==> config.mk <==
export PLATFORM = sky130hd
export DESIGN_NAME = dps_flash_host
export DESIGN_NICKNAME = d
export VERILOG_FILES = /design/src/design/dps_pkg.sv /design/src/design/dps_flash_host.sv
export VERILOG_INCLUDE_DIRS = /design/src /design/src/design
export SDC_FILE = /design/constraint.sdc
export NUM_CORES = 1
export LEC_CHECK = 0
export ABC_AREA = 1
export BUFFER_PORTS_ARGS = -buffer_cell sky130_fd_sc_hd__buf_4
export CAP_MARGIN = 30
export CORE_MARGIN = 2
export CORE_UTILIZATION = 61
export CTS_CLUSTER_DIAMETER = 120
export DETAILED_ROUTE_END_ITERATION = 8
export PLACE_DENSITY = 0.95
export SYNTH_ARGS = -nofsm -noshare
export SYNTH_HDL_FRONTEND = slang
export SYNTH_SLANG_ARGS = --single-unit
==> constraint.sdc <==
create_clock -name clk -period 5.4 [get_ports clk]
set_input_delay 0.54 -clock clk [delete_from_list [all_inputs] [get_ports clk]]
set_output_delay 0.54 -clock clk [all_outputs]
set_load 0.02 [all_outputs]
==> src/design/dps_flash_map.svh <==
// constants for the dual plane flash host sequencer: addresses, command data, timing
// assumes a 100 MHz clock and a word wide (x16) flash bus
`ifndef DPS_FLASH_MAP_SVH
`define DPS_FLASH_MAP_SVH

`define DPS_CLK_MHZ 100
`define DPS_CYC(ns) (((ns) * `DPS_CLK_MHZ + 999) / 1000)

// bus timing in ns, least times rounded up to cycles; erase limit in seconds
`define DPS_WP_NS 100
`define DPS_WR_GAP_NS 150
`define DPS_RD_ACC_NS 120
`define DPS_RD_GAP_NS 150
`define DPS_ERASE_MAX_S 10

// unlock addresses and command data
`define DPS_UNLOCK_A1 19'h05555
`define DPS_UNLOCK_A2 19'h02aaa
`define DPS_D_AA 16'h00aa
`define DPS_D_55 16'h0055
`define DPS_D_80 16'h0080
`define DPS_D_CHIP 16'h0010
`define DPS_D_SECTOR 16'h0030
`define DPS_D_ID_EXIT 16'h00f0

// command lengths in bus cycles, minus one
`define DPS_LAST_ERASE 3'h5
`define DPS_LAST_ID_LONG 3'h2
`define DPS_LAST_ID_SHORT 3'h0

// status bit positions
`define DPS_TOGGLE_BIT 6

`endif

==> src/design/dps_pkg.sv <==
// types for the dual plane flash host sequencer
// shared by the design and the bench
package dps_pkg;

    typedef enum logic [2:0] {
        ST_IDLE    = 3'b000,
        ST_WR_SET  = 3'b001,
        ST_WR_LOW  = 3'b010,
        ST_WR_HIGH = 3'b011,
        ST_RD_LOW  = 3'b100,
        ST_RD_HIGH = 3'b101
    } dps_state_t;

    typedef enum logic [2:0] {
        OP_READ         = 3'b000,
        OP_CHIP_ERASE   = 3'b001,
        OP_SECTOR_ERASE = 3'b010,
        OP_ID_EXIT_LONG = 3'b011,
        OP_ID_EXIT_SHORT = 3'b100
    } dps_op_t;

    typedef struct packed {
        dps_op_t op;
        logic [18:0] addr;
    } dps_req_t;

    typedef struct packed {
        logic [18:0] addr;
        logic ceN;
        logic oeN;
        logic weN;
        logic [15:0] dqOut;
        logic dqOe;
    } dps_pins_t;

endpackage

==> src/design/dps_flash_host.sv <==
// host sequencer that drives a dual plane parallel flash over its strobes
// assumes flash data pins are sampled synchronously to clk; dqOe high drives the bus
//
// What this block does
// - the last erase cycle writes 10h to 5555h for chip erase or 30h into the sector.
// - write enable stays high at least 150 ns between the fifth and sixth erase cycles.
// - output enable is held high whenever write enable and chip select are both low.
// - every poll read checks the toggle bit, and the read strobe stays high 150 ns between reads.
// - toggle polling keeps one address for all status reads, the erase request address.
`timescale 1ns/1ns
`include "dps_flash_map.svh"

module dps_flash_host
    import dps_pkg::*;
#(
    parameter logic [31:0] ERASE_TIMEOUT_CYC = `DPS_ERASE_MAX_S * 1000000 * `DPS_CLK_MHZ
) (
    input wire logic clk,
    input wire logic reset_n,
    input wire logic reqValid,
    input wire dps_req_t req,
    output logic reqReady,
    output logic rspDone,
    output logic [15:0] rspData,
    output logic rspTimeout,
    output dps_pins_t pins,
    input wire logic [15:0] dqIn
);

    localparam logic [7:0] WP_CYC = 8'(`DPS_CYC(`DPS_WP_NS));
    localparam logic [7:0] WR_GAP_CYC = 8'(`DPS_CYC(`DPS_WR_GAP_NS));
    localparam logic [7:0] RD_CYC = 8'(`DPS_CYC(`DPS_RD_ACC_NS));
    localparam logic [7:0] RD_GAP_CYC = 8'(`DPS_CYC(`DPS_RD_GAP_NS));

    dps_state_t stateReg, stateNext;
    dps_op_t opReg, opNext;
    logic [2:0] stepReg, stepNext;
    logic [7:0] cntReg, cntNext;
    logic [31:0] tmoReg, tmoNext;
    logic [18:0] sectReg, sectNext;
    logic pollReg, pollNext;
    logic havePrevReg, havePrevNext;
    logic prevTogReg, prevTogNext;
    logic finishReg, finishNext;
    dps_pins_t pinsReg, pinsNext;
    logic readyReg, readyNext;
    logic doneReg, doneNext;
    logic [15:0] dataReg, dataNext;
    logic timeoutReg, timeoutNext;

    // last bus cycle index of each command
    function automatic logic [2:0] lastStep(input dps_op_t op);
        case (op)
            OP_CHIP_ERASE, OP_SECTOR_ERASE: lastStep = `DPS_LAST_ERASE;
            OP_ID_EXIT_LONG: lastStep = `DPS_LAST_ID_LONG;
            default: lastStep = `DPS_LAST_ID_SHORT;
        endcase
    endfunction

    // address of each command bus cycle
    function automatic logic [18:0] cmdAddr(input dps_op_t op, input logic [2:0] step,
                                            input logic [18:0] sect);
        if (op == OP_ID_EXIT_SHORT) begin
            cmdAddr = `DPS_UNLOCK_A1;
        end else if (step == 3'h1 || step == 3'h4) begin
            cmdAddr = `DPS_UNLOCK_A2;
        end else if (step == `DPS_LAST_ERASE && op == OP_SECTOR_ERASE) begin
            cmdAddr = sect;
        end else begin
            cmdAddr = `DPS_UNLOCK_A1;
        end
    endfunction

    // data of each command bus cycle
    function automatic logic [15:0] cmdData(input dps_op_t op, input logic [2:0] step);
        if (op == OP_ID_EXIT_SHORT || (op == OP_ID_EXIT_LONG && step == `DPS_LAST_ID_LONG)) begin
            cmdData = `DPS_D_ID_EXIT;
        end else begin
            case (step)
                3'h0, 3'h3: cmdData = `DPS_D_AA;
                3'h1, 3'h4: cmdData = `DPS_D_55;
                3'h2: cmdData = `DPS_D_80;
                default: cmdData = (op == OP_CHIP_ERASE) ? `DPS_D_CHIP : `DPS_D_SECTOR;
            endcase
        end
    endfunction

    // sequencer next state
    always_comb begin
        stateNext = stateReg;
        opNext = opReg;
        stepNext = stepReg;
        cntNext = cntReg;
        tmoNext = tmoReg;
        sectNext = sectReg;
        pollNext = pollReg;
        havePrevNext = havePrevReg;
        prevTogNext = prevTogReg;
        finishNext = finishReg;
        readyNext = readyReg;
        doneNext = 1'b0;
        dataNext = dataReg;
        timeoutNext = timeoutReg;
        if (pollReg) begin
            tmoNext = tmoReg + 32'h1;
        end
        case (stateReg)
            ST_IDLE: begin
                if (reqValid && readyReg) begin
                    opNext = req.op;
                    sectNext = req.addr;
                    stepNext = 3'h0;
                    readyNext = 1'b0;
                    timeoutNext = 1'b0;
                    finishNext = 1'b0;
                    pollNext = 1'b0;
                    if (req.op == OP_READ) begin
                        stateNext = ST_RD_LOW;
                        cntNext = RD_CYC - 8'h1;
                    end else begin
                        stateNext = ST_WR_SET;
                    end
                end
            end
            ST_WR_SET: begin
                stateNext = ST_WR_LOW;
                cntNext = WP_CYC - 8'h1;
            end
            ST_WR_LOW: begin
                if (cntReg == 8'h0) begin
                    stateNext = ST_WR_HIGH;
                    cntNext = WR_GAP_CYC - 8'h1;
                end else begin
                    cntNext = cntReg - 8'h1;
                end
            end
            ST_WR_HIGH: begin
                if (cntReg != 8'h0) begin
                    cntNext = cntReg - 8'h1;
                end else if (stepReg != lastStep(opReg)) begin
                    stepNext = stepReg + 3'h1;
                    stateNext = ST_WR_SET;
                end else if (opReg == OP_CHIP_ERASE || opReg == OP_SECTOR_ERASE) begin
                    // erase launched: poll the toggle bit until it stands still
                    stateNext = ST_RD_LOW;
                    cntNext = RD_CYC - 8'h1;
                    pollNext = 1'b1;
                    havePrevNext = 1'b0;
                    tmoNext = 32'h0;
                end else begin
                    stateNext = ST_IDLE;
                    doneNext = 1'b1;
                    readyNext = 1'b1;
                end
            end
            ST_RD_LOW: begin
                if (cntReg != 8'h0) begin
                    cntNext = cntReg - 8'h1;
                end else begin
                    stateNext = ST_RD_HIGH;
                    cntNext = RD_GAP_CYC - 8'h1;
                    dataNext = dqIn;
                    prevTogNext = dqIn[`DPS_TOGGLE_BIT];
                    havePrevNext = 1'b1;
                    if (!pollReg || (havePrevReg && dqIn[`DPS_TOGGLE_BIT] == prevTogReg)) begin
                        finishNext = 1'b1;
                        pollNext = 1'b0;
                    end
                end
            end
            ST_RD_HIGH: begin
                if (pollReg && tmoReg >= ERASE_TIMEOUT_CYC) begin
                    finishNext = 1'b1;
                    timeoutNext = 1'b1;
                    pollNext = 1'b0;
                end
                if (cntReg != 8'h0) begin
                    cntNext = cntReg - 8'h1;
                end else if (finishReg) begin
                    stateNext = ST_IDLE;
                    doneNext = 1'b1;
                    readyNext = 1'b1;
                end else if (!finishNext) begin
                    stateNext = ST_RD_LOW;
                    cntNext = RD_CYC - 8'h1;
                end
            end
            default: begin
                stateNext = ST_IDLE;
                readyNext = 1'b1;
            end
        endcase
    end

    // pin values follow the next state so every pin is a flop
    always_comb begin
        pinsNext = pinsReg;
        pinsNext.ceN = !(stateNext == ST_WR_SET || stateNext == ST_WR_LOW
                         || stateNext == ST_RD_LOW);
        pinsNext.weN = !(stateNext == ST_WR_LOW);
        pinsNext.oeN = !(stateNext == ST_RD_LOW);
        pinsNext.dqOe = (stateNext == ST_WR_SET) || (stateNext == ST_WR_LOW)
                        || (stateNext == ST_WR_HIGH && stateReg == ST_WR_LOW);
        if (stateNext == ST_WR_SET) begin
            pinsNext.addr = cmdAddr(opNext, stepNext, sectNext);
            pinsNext.dqOut = cmdData(opNext, stepNext);
        end else if (stateNext == ST_RD_LOW) begin
            pinsNext.addr = sectNext;
        end
    end

    // state registers
    always_ff @(posedge clk or negedge reset_n) begin
        if (!reset_n) begin
            stateReg <= ST_IDLE;
            opReg <= OP_READ;
            stepReg <= 3'h0;
            cntReg <= 8'h0;
            tmoReg <= 32'h0;
            sectReg <= 19'h0;
            pollReg <= 1'b0;
            havePrevReg <= 1'b0;
            prevTogReg <= 1'b0;
            finishReg <= 1'b0;
            pinsReg <= '{addr: 19'h0, ceN: 1'b1, oeN: 1'b1, weN: 1'b1, dqOut: 16'h0,
                         dqOe: 1'b0};
            readyReg <= 1'b1;
            doneReg <= 1'b0;
            dataReg <= 16'h0;
            timeoutReg <= 1'b0;
        end else begin
            stateReg <= stateNext;
            opReg <= opNext;
            stepReg <= stepNext;
            cntReg <= cntNext;
            tmoReg <= tmoNext;
            sectReg <= sectNext;
            pollReg <= pollNext;
            havePrevReg <= havePrevNext;
            prevTogReg <= prevTogNext;
            finishReg <= finishNext;
            pinsReg <= pinsNext;
            readyReg <= readyNext;
            doneReg <= doneNext;
            dataReg <= dataNext;
            timeoutReg <= timeoutNext;
        end
    end

    assign pins = pinsReg;
    assign reqReady = readyReg;
    assign rspDone = doneReg;
    assign rspData = dataReg;
    assign rspTimeout = timeoutReg;

    // helper counts of strobe high time and write low time for the checks
    logic [7:0] weHighCnt, oeHighCnt, weLowCnt;
    always_ff @(posedge clk or negedge reset_n) begin
        if (!reset_n) begin
            weHighCnt <= 8'hff;
            oeHighCnt <= 8'hff;
            weLowCnt <= 8'h0;
        end else begin
            weLowCnt <= pinsReg.weN ? 8'h0 : (weLowCnt == 8'hff ? 8'hff : weLowCnt + 8'h1);
            weHighCnt <= !pinsReg.weN ? 8'h0 : (weHighCnt == 8'hff ? 8'hff : weHighCnt + 8'h1);
            oeHighCnt <= !pinsReg.oeN ? 8'h0 : (oeHighCnt == 8'hff ? 8'hff : oeHighCnt + 8'h1);
        end
    end
endmodule

# Word-level counts from Yosys, hierarchy flattened
# Cells that the tools add are included.
# Widths: inputs -> output; s select.
# word_totals
elab_cells,181
register_bits,130
inputBits,41
output_inout_bits,58
# classes
n_lt_le_gt_ge,1
n_bitwise,2
n_addsub,3
mux,78
eq_ne,38
reduce_logical,39
# ops
cell,n
$mux 32,5
$mux 19,7
$mux 8,11
$mux 3,17
$pmux 8 s6,1
$add 32x1->32 const B,1
$ge 32x30->1 const B,1
$eq 3x2->1 const B,10
$mux 1,26
$pmux 8 s3,1
$ne 2x2->1 const B,11
$eq 3x3->1 const B,6
$pmux 3 s6,1
$eq 3x1->1 const B,5
$reduce_and 7->1,2
$ne 3x3->1 const B,4
$pmux 3 s2,2
$logic_not 3->1,3
$logic_not 8->1,1
$pmux 1 s4,2
$reduce_and 8->1,1
$reduce_bool 8->1,1
$sub 8x1->8 const B,1
$logic_or 1x1->1,7
other kinds (19),34

# Logic depth before layout (Yosys ltp)
# depth
ltp_word,15
mapped_depth,17

# Worst setup path after synthesis
# No wires, ideal clock.
# synth_path
path_kind,register -> register
startpoint,register cntReg[0]
endpoint,"register pinsReg, in the netlist pins[22]"
setup_slack_ns,3.407
stages_incl_launch_ff,15
path_buffers,1
arrival_time_ns,1.875
setup_time_ns,0.118
t_required_ns,5.282
path_cell_list,dfrtp_1 -> inv_1 -> ha_1 -> nand2_2 -> nor2_4 -> inv_2 -> nor2_4 -> nor2_1 -> nor3_4 -> nand4_4 -> nand2_4 -> inv_2 -> buf_6 -> nand2_1 -> nand2_1
# synth_via
elab_chain_len,9
elab_cells_between_ends,21
cone_classes,eq/ne: 5; mux: 11; reduce/logical: 5
# synth_rtl
item,line,text
start: declaration,dps_flash_host.sv:38,"logic [7:0] cntReg, cntNext;"
start signal: assignment,dps_flash_host.sv:235,cntReg <= cntNext;
$reduce_bool 8->1,"dps_flash_host.sv:138, dps_flash_host.sv:157, dps_flash_host.sv:177",
$mux 3,dps_flash_host.sv:138,if (cntReg != 8'h0) begin
$pmux 3 s2,dps_flash_host.sv:107,case (stateReg)
$eq 3x3->1 (no line),n/a,
$logic_and 1x1->1,dps_flash_host.sv:67,end else if (step == `DPS_LAST_ERASE && op == OP_SECTOR_ERASE) begin
$mux 19,dps_flash_host.sv:67,
$mux 19,dps_flash_host.sv:65,end else if (step == 3'h1 || step == 3'h4) begin
$mux 19,dps_flash_host.sv:63,if (op == OP_ID_EXIT_SHORT) begin
$mux 19,dps_flash_host.sv:204,if (stateNext == ST_WR_SET) begin
end signal: assignment,dps_flash_host.sv:225,"pinsReg <= '{addr: 19'h0, ceN: 1'b1, oeN: 1'b1, weN: 1'b1, dqOut: 16'h0,"
end signal: assignment,dps_flash_host.sv:242,pinsReg <= pinsNext;
end: declaration,dps_flash_host.sv:45,"dps_pins_t pinsReg, pinsNext;"
# Several ways; a longest one is shown, not always the timed one.
# A chain may end at the register's enable or synchronous reset.

# Worst setup path after layout
# layout_path
startpoint,register stateReg[0]
endpoint,"register pinsReg, in the netlist pins[21]"
# layout_via
elab_chain_len,8
elab_cells_between_ends,32
cone_classes,eq/ne: 12; mux: 16; reduce/logical: 4
# layout_rtl
item,line,text
start: declaration,dps_flash_host.sv:35,"dps_state_t stateReg, stateNext;"
start signal: assignment,dps_flash_host.sv:232,stateReg <= stateNext;
$eq 3x2->1 or $logic_not 3->1 (tied branches),dps_flash_host.sv:107,
$pmux 3 s2 or $mux 3 (tied branches),dps_flash_host.sv:107,
$eq 3x3->1 (no line) or $eq 3x2->1 (tied branches),n/a,
$logic_and 1x1->1,dps_flash_host.sv:67,
$mux 19,dps_flash_host.sv:67,
$mux 19,dps_flash_host.sv:65,
$mux 19,dps_flash_host.sv:63,
$mux 19,dps_flash_host.sv:204,
# Several ways; a longest one is shown, not always the timed one. The select of a mux whose other input is x is not followed.

==> impl_metrics.toml <==
[finish]
layout-drive-gt1-share_pct = 25.3
antenna_cells = 0
area_growth_pct = 20.6
multi_input_area_um2 = 2610
fin_cells = 946
nNetsFinal = 845
seq_area_um2 = 2980
fill_cells = 630

[worst_setup_path]
end_kind = "register"
r2r_slack_ns = 2.44
start_kind = "register"
reg2reg_to = "pins[21]$_DFFE_PN0P_"
path_buf_inv = 3
cp.depth = 11
path_class = "reg -> reg"
cp_top_family = "simple AND/OR/NAND/NOR gates"
endpoint = "pins[21]$_DFFE_PN0P_"
crit_required_ns = 5.82
worstSetupStartpoint = "stateReg[0]$_DFF_PN0_"
reg2regPathDepth = 11
cp_slowest_cell = "nor2_2"
crit_arrival_ns = 3.38
crit_top_cell = "nand2_1"
rr_startpoint = "stateReg[0]$_DFF_PN0_"
crit_fanout = 30
cp_cell_sequence = "inv_2 > nand2_2 > nor2_4 > inv_2 > nor2_4 > nor2_2 > inv_1 > nand4_4 > nand2_1 > nand2_1 > nand2_1"
slowest_delay_ns = 0.53

[die]
die_y_um = 104
start_util_pct = 62.4
die_area_um2 = 10800
ios = 99
coreArea_um2 = 9730
die_w_um = 104
core.rowCount = 36

[placed_design]
dp_cells = 914
dp.final_hpwl_mm = 9.02
portBuffers = 90
place_congestion = 0.895

[clock_tree]
cts_root_buf = "clkbuf_8"
htreeDepth = 4
cts_setup_buffers = 0
clock_latency_ns = 0.53
cts_buffers = 17
cts_hold_buf = 0
cts_sinks = 119
cts_tree = "built"
clkTransAtPathRegs_ns = 0.06
cts_buffer_depth = 2
cts_resized = 0

[synth]
synth_edf_count = 0
syn_area_um2 = 6080
ys_warn_count = 0
syn_inst = 712
netlist.top_cell.by_area = "dfrtp_1"
synthTopCellsByArea = "dfrtp_1, nand2_1, nand3_1"
ys_ff_latch = 119
synth-main-ff-cell = "dfrtp_1"
synth_top_area_share_pct = 47.4
yosysUniqueCellTypes = 42
synth_commonest_cells = "nand2_1, dfrtp_1, nor2_1"
async_flop_share_pct = 100
synth.most_common_cell = "nand2_1"
ys_seq_area_share_pct = 49.1
avgSynthCellArea_um2 = 8.53

[sta]
drv_slew = 0
finalClockSkew_ns = 0.00819
worstMarginPinSlew_ns = 0.888
setup-violations-final = 0
fmax_ghz = 0.338
hold_viol_final = 0
rsz0062_at_grt = "false"
period_minus_slack_ns = 2.96
slew_headroom_pct = 40.8
finalSetupTns_ns = 0
fin_crit_sh_pct = 54.8

[power]
p_leak_nw = 3.92
clkPwrFrac_pct = 52.5
p_switching_mw = 0.521
combPwrFrac_pct = 3.4
power.internal_mw = 1.52
seq_power_share_pct = 44.1
power_density_nw_per_um2 = 279
swShare_pct = 25.5
vdd_drop_max_mv = 0.224

[route]
via_per_inst = 5.55
ant_nets = 0
wirelength_mm = 14.3
drc_errors = 0
first_pass_iters = 5
dr_total_vias = 5248
wire_per_inst_um = 15.1
initialDrtViolationCount = 391

[worst_hold_path]
hp-class = "in -> async"

[outcome]
status = "complete, no violations"

[grt]
grt_max_degree = 71
grt_usage_pct = 27.6
grt.overflow.total = 0
antenna_found_initial = 0
grt_pass1_vias = 5132
grt_pass1_wl_mm = 23.9

[job]
cap_violations = 0
-- worst min-delay path by stage --
stage	slack (ns)	to	depth (start not counted)	from
2_1_floorplan	0.24	cntReg[0]$_DFFE_PN0P_	0	reset_n
3_3_place_gp	0.46	sectReg[18]$_DFF_PN0_	2	sectReg[18]$_DFF_PN0_
3_5_place_dp	0.46	sectReg[1]$_DFF_PN0_	2	sectReg[1]$_DFF_PN0_
4_1_cts	0.16	tmoReg[2]$_DFF_PN0_	1	reset_n
5_1_grt	0.22	tmoReg[2]$_DFF_PN0_	1	reset_n
6_report	0.13	rspData[2]$_DFFE_PN0P_	1	reset_n
-- layout by cell type (no fill, tap or decap), drive strengths merged, types with 8 or more instances in the layout --
cell type	count
nand2	168
dfrtp	115
buf	91
inv	88
nor2	84
nand3	60
o21ai	37
nor3	25
a21oi	22
xor2	19
or2	18
clkbuf	17
mux2	15
nand4	9
xnor2	8
conb	8
clkinv	8
-- registers in the layout, indices dropped and copies added, names as in the netlist --
| register | cells |
|---|---|
| havePrevReg | 1 |
| tmoReg | 32 |
| pollReg | 1 |
| rspDone | 1 |
| sectReg | 19 |
| rspTimeout | 1 |
| stepReg | 3 |
| pins | 29 |
| opReg | 3 |
| cntReg | 8 |
| stateReg | 3 |
| finishReg | 1 |
| rspData | 16 |
| reqReady | 1 |
-- area by class of cell --
type / count / share of cell area [%]
clock buffers: 17 / 5.65
multi-input cells: 489 / 35.6
flip-flops and latches: 119 / 40.7
inverters: 82 / 4.20
clock inverters: 15 / 2.19
repair buffers: 91 / 9.33
well taps: 133 / 2.27
-- per-stage QoR --
step | cell area [um2] | worst slack, ns | hold slack [ns] | total power [mW] | util (%)
finish | 7330 | 2.44 | 0.135 | 2.04 | 75.3
global route | 7330 | 2.22 | 0.217 | 2.10 | 75.3
CTS | 7330 | 2.51 | 0.161 | 2.05 | 75.3
detailed placement | 6750 | 2.51 | 0.463 | 0.986 | 69.4
global placement | 6750 | 2.57 | 0.457 | 0.985 | 69.4
floorplan | 6100 | 3.41 | 0.244 | 0.939 | -
-- layer usage --
layer	track usage, %	vias up	wire length (um)
met2	45.6	230	7040
met4	12.7	0	405
met3	6.80	49	872
met5	0	-	0
met1	34.3	2530	5970
li1	-	2439	-
-- power by group through the flow --
stage               sequential (mW)  clock, mW  combinational [mW]
finish                        0.900       1.07              0.0687
detailed placement            0.917          0              0.0696
CTS                           0.900       1.08              0.0699
floorplan                     0.924          0              0.0148
global route                  0.900       1.13              0.0754
global placement              0.916          0              0.0684
-- worst reg2reg max path, delay by kind of cell (launching register included) --
family                 cells  cell delay [ns]
DFF                        1             0.51
and+or+nand+nor            8             1.41
buffers and inverters      3             0.93
-- cell families (layout without fill, tap and decap cells) --
kind of cell / Yosys count / count (layout) / share of synthesized area, %
xor gates and xnor gates: 27 / 27 / 3.89
AOI/OAI and AO/OA: 68 / 68 / 6.22
other: 1 / 8 / 0.0617
muxes: 15 / 15 / 2.78
buffers and inverters: 111 / 205 / 8.36
and+or+nand+nor: 367 / 367 / 28.8
DFF: 119 / 119 / 49.1
adders and majority gates: 4 / 4 / 0.824
(Power assumes the default switching activity.)
